--- config.mk ---
export PLATFORM = sky130hd
export DESIGN_NAME = rspm_ctrl
export DESIGN_NICKNAME = d
export VERILOG_FILES = /design/src/rspm_pkg.sv /design/src/rspm_bank.sv /design/src/rspm_ctrl.sv
export SDC_FILE = /design/constraint.sdc
export NUM_CORES = 1
export LEC_CHECK = 0
export BUFFER_PORTS_ARGS = -buffer_cell sky130_fd_sc_hd__buf_2
export CORE_ASPECT_RATIO = 0.75
export CORE_MARGIN = 1.5
export CORE_UTILIZATION = 50
export CTS_BUF_LIST = sky130_fd_sc_hd__clkbuf_8
export DETAILED_ROUTE_END_ITERATION = 10
export PLACE_DENSITY_LB_ADDON = 0.08
export SYNTH_ARGS = -nofsm -noshare
export SYNTH_HDL_FRONTEND = slang
export SYNTH_SLANG_ARGS = --single-unit
--- constraint.sdc ---
create_clock -name clk_sys -period 3.2 [get_ports clk_sys]
set_input_delay 0.16 -clock clk_sys [delete_from_list [all_inputs] [get_ports clk_sys]]
set_output_delay 0.16 -clock clk_sys [all_outputs]
set_load 0.05 [all_outputs]
--- src/rspm_pkg.sv ---
// rspm_pkg: constants and types for the relay switch operation-mode controller
// assumes: one system clock; supply monitors arrive as synchronous levels
package rspm_pkg;
	localparam int          RSPM_CHANNELS   = 8;
	localparam int          RSPM_CFG_W      = 8;
	localparam int          RSPM_BANK_DEPTH = 4;
	localparam logic [7:0]  RSPM_CH_RESET   = 8'h00;
	localparam logic [7:0]  RSPM_CFG_RESET  = 8'h00;
	localparam logic [1:0]  RSPM_ADDR_OUT   = 2'h0;
	typedef enum logic [1:0] {
		RSPM_SLEEP,
		RSPM_OPER,
		RSPM_LIMP
	} rspm_mode_t;
endpackage : rspm_pkg

--- src/rspm_bank.sv ---
// rspm_bank: small register bank holding channel and control configuration
// assumes: clear has priority over write; read data registered
`timescale 1ns/1ps
module rspm_bank #(
	parameter int WIDTH = 8,
	parameter int DEPTH = 4,
	parameter int AW    = 2
) (
	input  wire logic             clk_sys,
	input  wire logic             clk_en,
	input  wire logic             clear,
	input  wire logic             wr_en,
	input  wire logic [AW-1:0]    wr_addr,
	input  wire logic [WIDTH-1:0] wr_data,
	input  wire logic [AW-1:0]    rd_addr,
	output logic      [WIDTH-1:0] rd_data
);
	logic [WIDTH-1:0] mem_q [DEPTH];
	logic [WIDTH-1:0] mem_d [DEPTH];
	logic [WIDTH-1:0] rd_q;
	logic [WIDTH-1:0] rd_d;

	genvar gi;
	generate
		for (gi = 0; gi < DEPTH; gi++) begin : g_entry
			always_comb begin
				if (clear) begin
					mem_d[gi] = '0;
				end else if (wr_en && wr_addr == AW'(gi)) begin
					mem_d[gi] = wr_data;
				end else begin
					mem_d[gi] = mem_q[gi];
				end
			end
			always_ff @(posedge clk_sys) begin
				if (clk_en) begin
					mem_q[gi] <= mem_d[gi];
				end
			end
		end
	endgenerate

	always_comb begin
		rd_d = clear ? '0 : mem_q[rd_addr];
	end
	always_ff @(posedge clk_sys) begin
		if (clk_en) begin
			rd_q <= rd_d;
		end
	end
	assign rd_data = rd_q;
endmodule // rspm_bank

--- src/rspm_ctrl.sv ---
// rspm_ctrl: operation-mode controller of an eight-channel relay switch
// assumes: decoded serial commands arrive as one-cycle strobes; supply
// monitors and the limp home pin are synchronous levels
//
// Functional notes
// - battery start-up resets all registers except the serial output and enters sleep mode
// - wake command bit at one moves sleep into operation mode
// - standby command bit at one moves operation back to sleep
// - entering sleep clears register banks to reset contents
// - battery under-voltage resets the register banks
// - limp home input activates limp home regardless of serial commands
// - end of limp home enters sleep automatically
// - cranking down to 4 V keeps outputs and configuration unchanged
// - without logic supply, state holds until limp home, a battery start-up or under-voltage, or supply returns
// - shift register and serial output run on logic supply alone
`timescale 1ns/1ps
module rspm_ctrl
	import rspm_pkg::*;
#(
	parameter int CHANNELS = rspm_pkg::RSPM_CHANNELS,
	parameter int CFG_W    = rspm_pkg::RSPM_CFG_W
) (
	input  wire logic                  clk_sys,
	input  wire logic                  sys_rst,
	input  wire logic                  clk_en,
	input  wire logic                  battery_start,
	input  wire logic                  battery_uv,
	input  wire logic                  battery_crank,
	input  wire logic                  logic_supply_ok,
	input  wire logic                  limp_home_input,
	input  wire logic                  cmd_valid,
	input  wire logic                  wake_command_bit,
	input  wire logic                  standby_command_bit,
	input  wire logic                  cmd_wr_en,
	input  wire logic [1:0]            cmd_wr_addr,
	input  wire logic [CFG_W-1:0]      cmd_wr_data,
	input  wire logic [CHANNELS-1:0]   limp_pattern,
	input  wire logic                  serial_in,
	input  wire logic                  serial_sel,
	output logic                       serial_out,
	output logic      [CHANNELS-1:0]   channel_on,
	output rspm_pkg::rspm_mode_t       mode,
	output logic                       banks_cleared
);
	import rspm_pkg::*;

	rspm_mode_t          mode_q, mode_d;
	logic                clr_q, clr_d;
	logic [CHANNELS-1:0] ch_q, ch_d;
	logic                so_q, so_d;
	logic                bank_clear;
	logic                cmd_ok;
	logic [CFG_W-1:0]    bank_rd;

	// commands only count when the logic supply carries the serial port
	assign cmd_ok = cmd_valid && logic_supply_ok;

	always_comb begin
		mode_d = mode_q;
		if (battery_start || battery_uv) begin
			mode_d = RSPM_SLEEP;
		end else if (limp_home_input) begin
			mode_d = RSPM_LIMP;
		end else begin
			case (mode_q)
				RSPM_SLEEP: begin
					if (cmd_ok && wake_command_bit) begin
						mode_d = RSPM_OPER;
					end
				end
				RSPM_OPER: begin
					if (cmd_ok && standby_command_bit) begin
						mode_d = RSPM_SLEEP;
					end
				end
				RSPM_LIMP: begin
					mode_d = RSPM_SLEEP;
				end
				default: mode_d = RSPM_SLEEP;
			endcase
		end
	end

	// banks clear on supply reset and on every entry into sleep
	assign bank_clear = battery_start || battery_uv ||
		(mode_d == RSPM_SLEEP && mode_q != RSPM_SLEEP);

	always_comb begin
		clr_d = bank_clear;
		ch_d  = ch_q;
		if (bank_clear) begin
			ch_d = RSPM_CH_RESET;
		end else if (mode_q == RSPM_LIMP) begin
			ch_d = limp_pattern;
		end else if (mode_q == RSPM_OPER && !battery_crank) begin
			ch_d = CHANNELS'(bank_rd);
		end
		// cranking in operation, or sleep: channels just hold
	end

	always_ff @(posedge clk_sys) begin
		if (sys_rst) begin
			mode_q <= RSPM_SLEEP;
			clr_q  <= 1'b1;
			ch_q   <= RSPM_CH_RESET;
		end else if (clk_en) begin
			mode_q <= mode_d;
			clr_q  <= clr_d;
			ch_q   <= ch_d;
		end
	end

	// daisy-chain pass-through depends only on the logic supply and serial_sel
	always_comb begin
		so_d = so_q;
		if (logic_supply_ok && serial_sel) begin
			so_d = serial_in;
		end
	end
	always_ff @(posedge clk_sys) begin
		if (sys_rst) begin
			so_q <= 1'b0;
		end else if (clk_en) begin
			so_q <= so_d;
		end
	end

	rspm_bank #(
		.WIDTH (CFG_W),
		.DEPTH (RSPM_BANK_DEPTH),
		.AW    (2)
	) u_bank (
		.clk_sys (clk_sys),
		.clk_en  (clk_en),
		.clear   (bank_clear || sys_rst),
		.wr_en   (cmd_ok && cmd_wr_en && mode_q == RSPM_OPER && !battery_crank),
		.wr_addr (cmd_wr_addr),
		.wr_data (cmd_wr_data),
		.rd_addr (RSPM_ADDR_OUT),
		.rd_data (bank_rd)
	);

	assign serial_out    = so_q;
	assign channel_on    = ch_q;
	assign mode          = mode_q;
	assign banks_cleared = clr_q;

	wake_mode_a: assert property (@(posedge clk_sys) disable iff (sys_rst)
		clk_en && mode_q == RSPM_SLEEP && cmd_valid && logic_supply_ok && wake_command_bit
		&& !battery_start && !battery_uv && !limp_home_input |=> mode_q == RSPM_OPER)
		else $error("wake command did not reach operation");
	standby_mode_a: assert property (@(posedge clk_sys) disable iff (sys_rst)
		clk_en && mode_q == RSPM_OPER && cmd_valid && logic_supply_ok
		&& standby_command_bit && !battery_start && !battery_uv && !limp_home_input
		|=> mode_q == RSPM_SLEEP)
		else $error("standby command did not reach sleep");
	start_sleep_a: assert property (@(posedge clk_sys) disable iff (sys_rst)
		clk_en && battery_start |=> mode_q == RSPM_SLEEP && channel_on == RSPM_CH_RESET)
		else $error("battery start-up did not reset");
	uv_reset_a: assert property (@(posedge clk_sys) disable iff (sys_rst)
		clk_en && battery_uv |=> banks_cleared)
		else $error("under-voltage did not clear banks");
	sleep_clear_a: assert property (@(posedge clk_sys) disable iff (sys_rst)
		clk_en && $changed(mode_q) && mode_q == RSPM_SLEEP |-> banks_cleared)
		else $error("sleep entry without bank clear");
	limp_enter_a: assert property (@(posedge clk_sys) disable iff (sys_rst)
		clk_en && limp_home_input && !battery_start && !battery_uv |=> mode_q == RSPM_LIMP)
		else $error("limp home input ignored");
	limp_exit_a: assert property (@(posedge clk_sys) disable iff (sys_rst)
		clk_en && mode_q == RSPM_LIMP && !limp_home_input |=> mode_q == RSPM_SLEEP)
		else $error("limp home exit not to sleep");
	crank_hold_a: assert property (@(posedge clk_sys) disable iff (sys_rst)
		clk_en && battery_crank && mode_q == RSPM_OPER && !battery_start && !battery_uv
		&& !limp_home_input && !(cmd_valid && logic_supply_ok && standby_command_bit)
		|=> $stable(channel_on))
		else $error("channels moved during cranking");
	no_supply_a: assert property (@(posedge clk_sys) disable iff (sys_rst)
		clk_en && !logic_supply_ok && !battery_start && !battery_uv && !limp_home_input
		&& mode_q != RSPM_LIMP |=> $stable(mode_q))
		else $error("mode moved without logic supply");
	pass_thru_a: assert property (@(posedge clk_sys) disable iff (sys_rst)
		clk_en && logic_supply_ok && serial_sel |=> serial_out == $past(serial_in))
		else $error("daisy chain pass-through broken");

	// clock enable low must freeze every piece of state, reset aside
	freeze_mode_a: assert property (@(posedge clk_sys) disable iff (sys_rst)
		!clk_en
		|=> $stable(mode_q))
		else $error("mode moved while frozen");

	freeze_chan_a: assert property (@(posedge clk_sys) disable iff (sys_rst)
		!clk_en
		|=> $stable(ch_q))
		else $error("channels moved while frozen");

	freeze_serial_a: assert property (@(posedge clk_sys) disable iff (sys_rst)
		!clk_en
		|=> $stable(so_q))
		else $error("serial output moved while frozen");

	freeze_flag_a: assert property (@(posedge clk_sys) disable iff (sys_rst)
		!clk_en
		|=> $stable(clr_q))
		else $error("clear flag moved while frozen");

	mode_legal_a: assert property (@(posedge clk_sys) disable iff (sys_rst)
		mode_q inside {RSPM_SLEEP, RSPM_OPER, RSPM_LIMP})
		else $error("mode register left its legal codes");

	// supply events win over limp home and over any command
	start_bank_a: assert property (@(posedge clk_sys) disable iff (sys_rst)
		clk_en && battery_start
		|=> banks_cleared)
		else $error("battery start-up did not clear banks");

	start_wins_a: assert property (@(posedge clk_sys) disable iff (sys_rst)
		clk_en && battery_start && limp_home_input
		|=> mode_q == RSPM_SLEEP)
		else $error("battery start-up lost against limp home");

	uv_sleep_a: assert property (@(posedge clk_sys) disable iff (sys_rst)
		clk_en && battery_uv
		|=> mode_q == RSPM_SLEEP)
		else $error("under-voltage did not force sleep");

	uv_chan_a: assert property (@(posedge clk_sys) disable iff (sys_rst)
		clk_en && battery_uv
		|=> channel_on == RSPM_CH_RESET)
		else $error("under-voltage left channels on");

	uv_wins_a: assert property (@(posedge clk_sys) disable iff (sys_rst)
		clk_en && battery_uv && cmd_valid && logic_supply_ok && wake_command_bit
		|=> mode_q == RSPM_SLEEP)
		else $error("wake command beat under-voltage");

	// the shift path ignores the battery side entirely
	start_serial_a: assert property (@(posedge clk_sys) disable iff (sys_rst)
		clk_en && battery_start && logic_supply_ok && serial_sel
		|=> serial_out == $past(serial_in))
		else $error("pass-through stopped on battery start-up");

	uv_serial_a: assert property (@(posedge clk_sys) disable iff (sys_rst)
		clk_en && battery_uv && logic_supply_ok && serial_sel
		|=> serial_out == $past(serial_in))
		else $error("pass-through stopped on under-voltage");

	serial_hold_a: assert property (@(posedge clk_sys) disable iff (sys_rst)
		clk_en && !(logic_supply_ok && serial_sel)
		|=> $stable(serial_out))
		else $error("serial output moved while idle");

	// a missing logic supply refuses every command
	wake_refuse_a: assert property (@(posedge clk_sys) disable iff (sys_rst)
		clk_en && mode_q == RSPM_SLEEP && !logic_supply_ok && !battery_start && !battery_uv
		&& !limp_home_input |=> mode_q == RSPM_SLEEP)
		else $error("sleep left without logic supply");

	stby_refuse_a: assert property (@(posedge clk_sys) disable iff (sys_rst)
		clk_en && mode_q == RSPM_OPER && !logic_supply_ok && !battery_start && !battery_uv
		&& !limp_home_input |=> mode_q == RSPM_OPER)
		else $error("operation left without logic supply");

	nosup_limp_a: assert property (@(posedge clk_sys) disable iff (sys_rst)
		clk_en && !logic_supply_ok && limp_home_input && !battery_start && !battery_uv
		|=> mode_q == RSPM_LIMP)
		else $error("limp home blocked by missing logic supply");

	// mode only moves on its own command
	wake_only_a: assert property (@(posedge clk_sys) disable iff (sys_rst)
		clk_en && mode_q == RSPM_SLEEP && !(cmd_valid && logic_supply_ok && wake_command_bit)
		&& !limp_home_input |=> mode_q == RSPM_SLEEP)
		else $error("sleep left without wake command");

	oper_stays_a: assert property (@(posedge clk_sys) disable iff (sys_rst)
		clk_en && mode_q == RSPM_OPER && !(cmd_valid && logic_supply_ok && standby_command_bit)
		&& !battery_start && !battery_uv && !limp_home_input |=> mode_q == RSPM_OPER)
		else $error("operation left without standby command");

	// the clear flag marks the entries into sleep and the battery start-up and under-voltage events
	stby_clear_a: assert property (@(posedge clk_sys) disable iff (sys_rst)
		clk_en && mode_q == RSPM_OPER && cmd_valid && logic_supply_ok && standby_command_bit
		&& !limp_home_input |=> banks_cleared && channel_on == RSPM_CH_RESET)
		else $error("standby did not clear banks");

	sleep_chan_a: assert property (@(posedge clk_sys) disable iff (sys_rst)
		clk_en && mode_q == RSPM_SLEEP && !limp_home_input
		|=> channel_on == RSPM_CH_RESET)
		else $error("channel on during sleep");

	sleep_quiet_a: assert property (@(posedge clk_sys) disable iff (sys_rst)
		clk_en && mode_q == RSPM_SLEEP && !battery_start && !battery_uv
		|=> !banks_cleared)
		else $error("clear flag stuck during sleep");

	oper_quiet_a: assert property (@(posedge clk_sys) disable iff (sys_rst)
		clk_en && mode_q == RSPM_OPER && !(cmd_valid && logic_supply_ok && standby_command_bit)
		&& !battery_start && !battery_uv |=> !banks_cleared)
		else $error("banks cleared during operation");

	limp_clear_a: assert property (@(posedge clk_sys) disable iff (sys_rst)
		clk_en && mode_q == RSPM_LIMP && !limp_home_input
		|=> banks_cleared)
		else $error("limp home exit did not clear banks");

	// limp home drives channels from its own pattern and ignores commands
	limp_chan_a: assert property (@(posedge clk_sys) disable iff (sys_rst)
		clk_en && mode_q == RSPM_LIMP && limp_home_input && !battery_start && !battery_uv
		|=> channel_on == $past(limp_pattern))
		else $error("limp pattern not applied");

	limp_hold_a: assert property (@(posedge clk_sys) disable iff (sys_rst)
		clk_en && mode_q == RSPM_LIMP && limp_home_input && !battery_start && !battery_uv
		|=> mode_q == RSPM_LIMP)
		else $error("limp home left while pin high");

	// cranking must not knock the device out of operation
	crank_mode_a: assert property (@(posedge clk_sys) disable iff (sys_rst)
		clk_en && battery_crank && mode_q == RSPM_OPER && !battery_start && !battery_uv
		&& !limp_home_input && !(cmd_valid && logic_supply_ok && standby_command_bit)
		|=> mode_q == RSPM_OPER)
		else $error("cranking changed the mode");
endmodule // rspm_ctrl

[After elaboration in Yosys (flattened, before gate mapping)]
Memory sizes are Yosys's and may differ from the RTL's. A register that Yosys moved wholly into a read port is not among the register bits.
Index checks and enable logic that the tools add are counted.
Cells by class
  equal/unequal tests: 9
  reduce and logical (&&, ||, !) cells: 28
  muxes and demuxes: 18
Operator list (number)
  2-to-1 mux 8 bit: 11
  logical AND 1 bit: 13
  AND reduction 2 bit: 6
  2-to-1 mux 2 bit: 4
  != test 2 bit (second input constant): 4
  == test 2 bit (second input constant): 3
  logical NOT 2 bit: 3
  == test 2 x 1 -> 1 bit (second input constant): 2
  case mux 2 bit (2 select lines): 1
  logical OR 1 bit: 3
  nonzero test 3 bit: 1
  2-to-1 mux 1 bit: 2
  nonzero test 2 bit: 1
  logical NOT 1 bit: 1
Word-level totals
  bits in writable memories: 32
  register bits after elaboration: 12
  input bits: 32
  output and inout port bits: 12
  logic and storage cells: 60
  memories: 1
Memories
  u_bank.mem_q: depth 4, bits a word 8, rd ports 1, clocked after Yosys merged registers in 1, wr ports 4, RTL line rspm_bank.sv:18  | logic [WIDTH-1:0] mem_q [DEPTH];

[Logic depth before layout (Yosys ltp)]
  depth after elaboration: 12
  gate-level depth with buffers: 6
  gate-level depth less buffers: 4

[By module]
A second synthesis with hierarchy kept.
Unflattened totals
  cell total of the unflattened synthesis: 147
  area total of the unflattened synthesis: 2218.4 um^2
By module, submodules not included
  rspm_bank: cells an instance 87, area an instance 1580.3 um^2, instances 1, seq. area each 1201.2 um^2
  rspm_ctrl: cells an instance 60, area an instance 638.1 um^2, instances 1, seq. area each 240.2 um^2

[Worst setup path after synthesis]
Ideal clock, no wire load.
  path kind: register to register
  start point: register mode_q[0] (netlist: mode[0])
  end point: memory u_bank.mem_q[0][0], enable pin
  buffers on the path: 2
  required time: 2825 ps
  period minus slack after synthesis: 2190 ps
  cell stages (with the launch flop): 6
  setup time: 375 ps
  slack: 1010 ps
  arrival: 1815 ps
  path through: dfxtp_1 -> buf_6 -> nand3_4 -> o2111a_2 -> buf_6 -> a21boi_1
RTL lines
  from (decl): RTL line rspm_ctrl.sv:47  | rspm_mode_t mode_q, mode_d;
  from (signal assigned): RTL line rspm_ctrl.sv:107  | mode_q <= mode_d;
  to (decl): RTL line rspm_bank.sv:18

==> metrics <==
Port Buffers between 40 and 50; RSZ-0062 raised after global routing false; outcome finished, final reports clean; CP max stage delay 600 ps; WL final 2210 um; CTS Hold Bufs 0; register area share after synthesis 0.559; Comb pwr share 0.093; Fin Clk Skew approximately 4.6 ps; Post-DRT Antenna Nets 0; Top FF cell, synth edfxtp_1; Clock Power Share 0.315; MaxCap Viol Count 0; Synth Warn # 0; global-route wire length before repair ~3700 um; Required @ worst endpoint slightly above 3000 ps; pre-CTS setup slack 1080 ps; synth top area cells edfxtp_1 37%, dfxtp_1 19%, and2_1 7.8%; post-CTS resize count 0; Peak VDD IR 0.000325 V; CTS max path bufs 2; share of layout cells above drive strength 1 0.394; total global-route track usage 0.175; FF+latch count, synth 28; H-Tree Depth 1; via density per instance 5.09; worst endpoint data arrival time 2010 ps; EDFF count, synth 16; number of global-route vias before repair 855; PnR worst setup slack 1090 ps; cell taking the most area after synthesis edfxtp_1; Clk pin slew, worst setup/hold paths 90 ps; crit path kind register to register; final setup fails 0; sw frac 0.208; final hold vios 0; Placer Congestion 0.892; Switching Power about 0.14 mW; CP cell instances nand3_4 -> o2111a_2 -> a21boi_1; Post-Syn Instances 99; nets 175; die height roughly 47 um; Worst Max-Slew Pin Slew 725 ps; worst path bufs/invs 0; synth unique cells 29; minimum clock period 2110 ps; Rel. slew slack 0.516; WL/cell 12.6 um; crit share post-route 0.660; max frequency roughly 470 MHz; Detail Placement HPWL 1690 um; GRT met3 Usage 0.0523; M1 GR Usage 0.218; CP delay by family, top compound AO/OA/AOI/OAI gates; top fanout value on the critical path 19; Mapped Nets 131; Die Area roughly 2900 um^2; final setup TNS 0 ps; met2 GRT Util 0.303; Yosys top cell area share 0.373; CP max-delay cell dfxtp_1; GRT busiest layer met2; post-synthesis instance area 1290 um^2; Clock Sinks 28; largest net degree at the start of global routing 21; CTS Root Cell clkbuf_8; Die X-Extent 61.6 um; internal power ~0.53 mW; number of buffers created by CTS 3; initial antenna violation count 0; vias after detailed routing 896; gr ovfl total 0; Hold Path Class primary input to register; Pwr Total 0.665 mW; pwr dens 427 nW/um^2; CP Capture Type register; Async S/R FF share, synth 0; Initial Util 0.545; Leakage roughly 0.64 nW; CORE AREA 2360 um^2; 1st-pass router iterations 4; DRC 0; Iteration-0 DRC Markers 38; most common library cells after synthesis 16 x and2_1, 16 x edfxtp_1, 12 x dfxtp_1, 8 x o2bb2ai_1, 7 x mux2i_1; row count 15; boundary pin count 44; CTS tree done; Area growth syn-to-layout 20.8%; Post-CTS Setup Repair Bufs 0; CP Launch Type register; max-slew violation count 0; Avg Cell Area, Syn 13.0 um^2; n_diodes 0; Finished Core Util 0.658; sequential group share of total power 0.592; Worst-Skew Late Latency 270 ps
## routing by layer
layer	wire length [um]	share of wire	up-vias
li1	-	-	459
met1	1090	0.49	407
met2	984	0.45	28
met3	128	0.058	2
met4	9	0.0041	0
met5	0	0	-
## kinds of logic (layout without fill, tap and decap cells)
| logic type | Yosys count | in the layout | share of synthesized area |
|---|---|---|---|
| DFF | 28 | 28 | 0.559 |
| buffers and inverters | 5 | 48 | 0.0379 |
| and+or+nand+nor | 36 | 36 | 0.190 |
| AOI/OAI and AO/OA | 23 | 23 | 0.158 |
| muxes | 7 | 7 | 0.0544 |
## per-stage QoR
step	hold WS (ps)	std cells	cell area, um^2
floorplan	229	99	1290
global placement	400	172	1500
detailed placement	410	172	1500
CTS	131	176	1560
global route	145	176	1560
finish	128	176	1560
## cell usage in the layout, fill, tap and decap left out, drive strengths merged
cell | synthesis | routed
buf | 4 | 43
a31oi | 1 | 1
nand4 | 1 | 1
nor2 | 4 | 4
and2 | 16 | 16
mux2i | 7 | 7
nor3 | 2 | 2
or2b | 2 | 2
o21ai | 1 | 1
a41oi | 1 | 1
dfxtp | 12 | 12
nand2b | 3 | 3
o22ai | 2 | 2
o2bb2ai | 11 | 11
nand3b | 1 | 1
nand2 | 2 | 2
nor2b | 1 | 1
a21boi | 1 | 1
clkbuf | 0 | 4
nor4b | 1 | 1
inv | 1 | 1
o2111ai | 2 | 2
nand3 | 3 | 3
o2111a | 1 | 1
edfxtp | 16 | 16
a21oi | 3 | 3
## sequential cells by signal, indices dropped and copies added, names as in the netlist
signal	count
banks_cleared	1
channel_on	8
mode	2
serial_out	1
u_bank.mem_q	8
u_bank.rd_data	8
## tightest hold or removal path, cell delays in order
cell and delay, ps:
buf_2 80, mux2i_1 50, nor2_1 70
## area by class of cell
type / count / area [um^2]
clock buffer: 4 / 55.1
fill: 205 / 808
inverter: 1 / 3.75
multi-input combinational: 66 / 519
sequential: 28 / 721
tap: 34 / 42.5
timing repair buffer: 43 / 215
## worst paths after layout
| path | from | to | slack [ps] | depth (start not counted) |
|---|---|---|---|---|
| setup / recovery | mode[0] | u_bank.mem_q[0][3] | 1090 | 3 |
| hold / removal | serial_in | serial_out | 130 | 3 |
| setup reg to reg | mode[0] | u_bank.mem_q[0][3] | 1090 | 3 |
| hold reg to reg | channel_on[7] | channel_on[7] | 460 | 1 |
## power by group through the flow
| stage | Combinational [mW] | Clock (mW) | Sequential, mW |
|---|---|---|---|
| CTS | 0.0626 | 0.211 | 0.394 |
| global placement | 0.0604 | 0 | 0.402 |
| floorplan | 0.0291 | 0 | 0.407 |
| finish | 0.0621 | 0.209 | 0.394 |
| detailed placement | 0.0625 | 0 | 0.402 |
| global route | 0.0686 | 0.231 | 0.395 |
No activity file was read; power rests on OpenSTA's default activity.
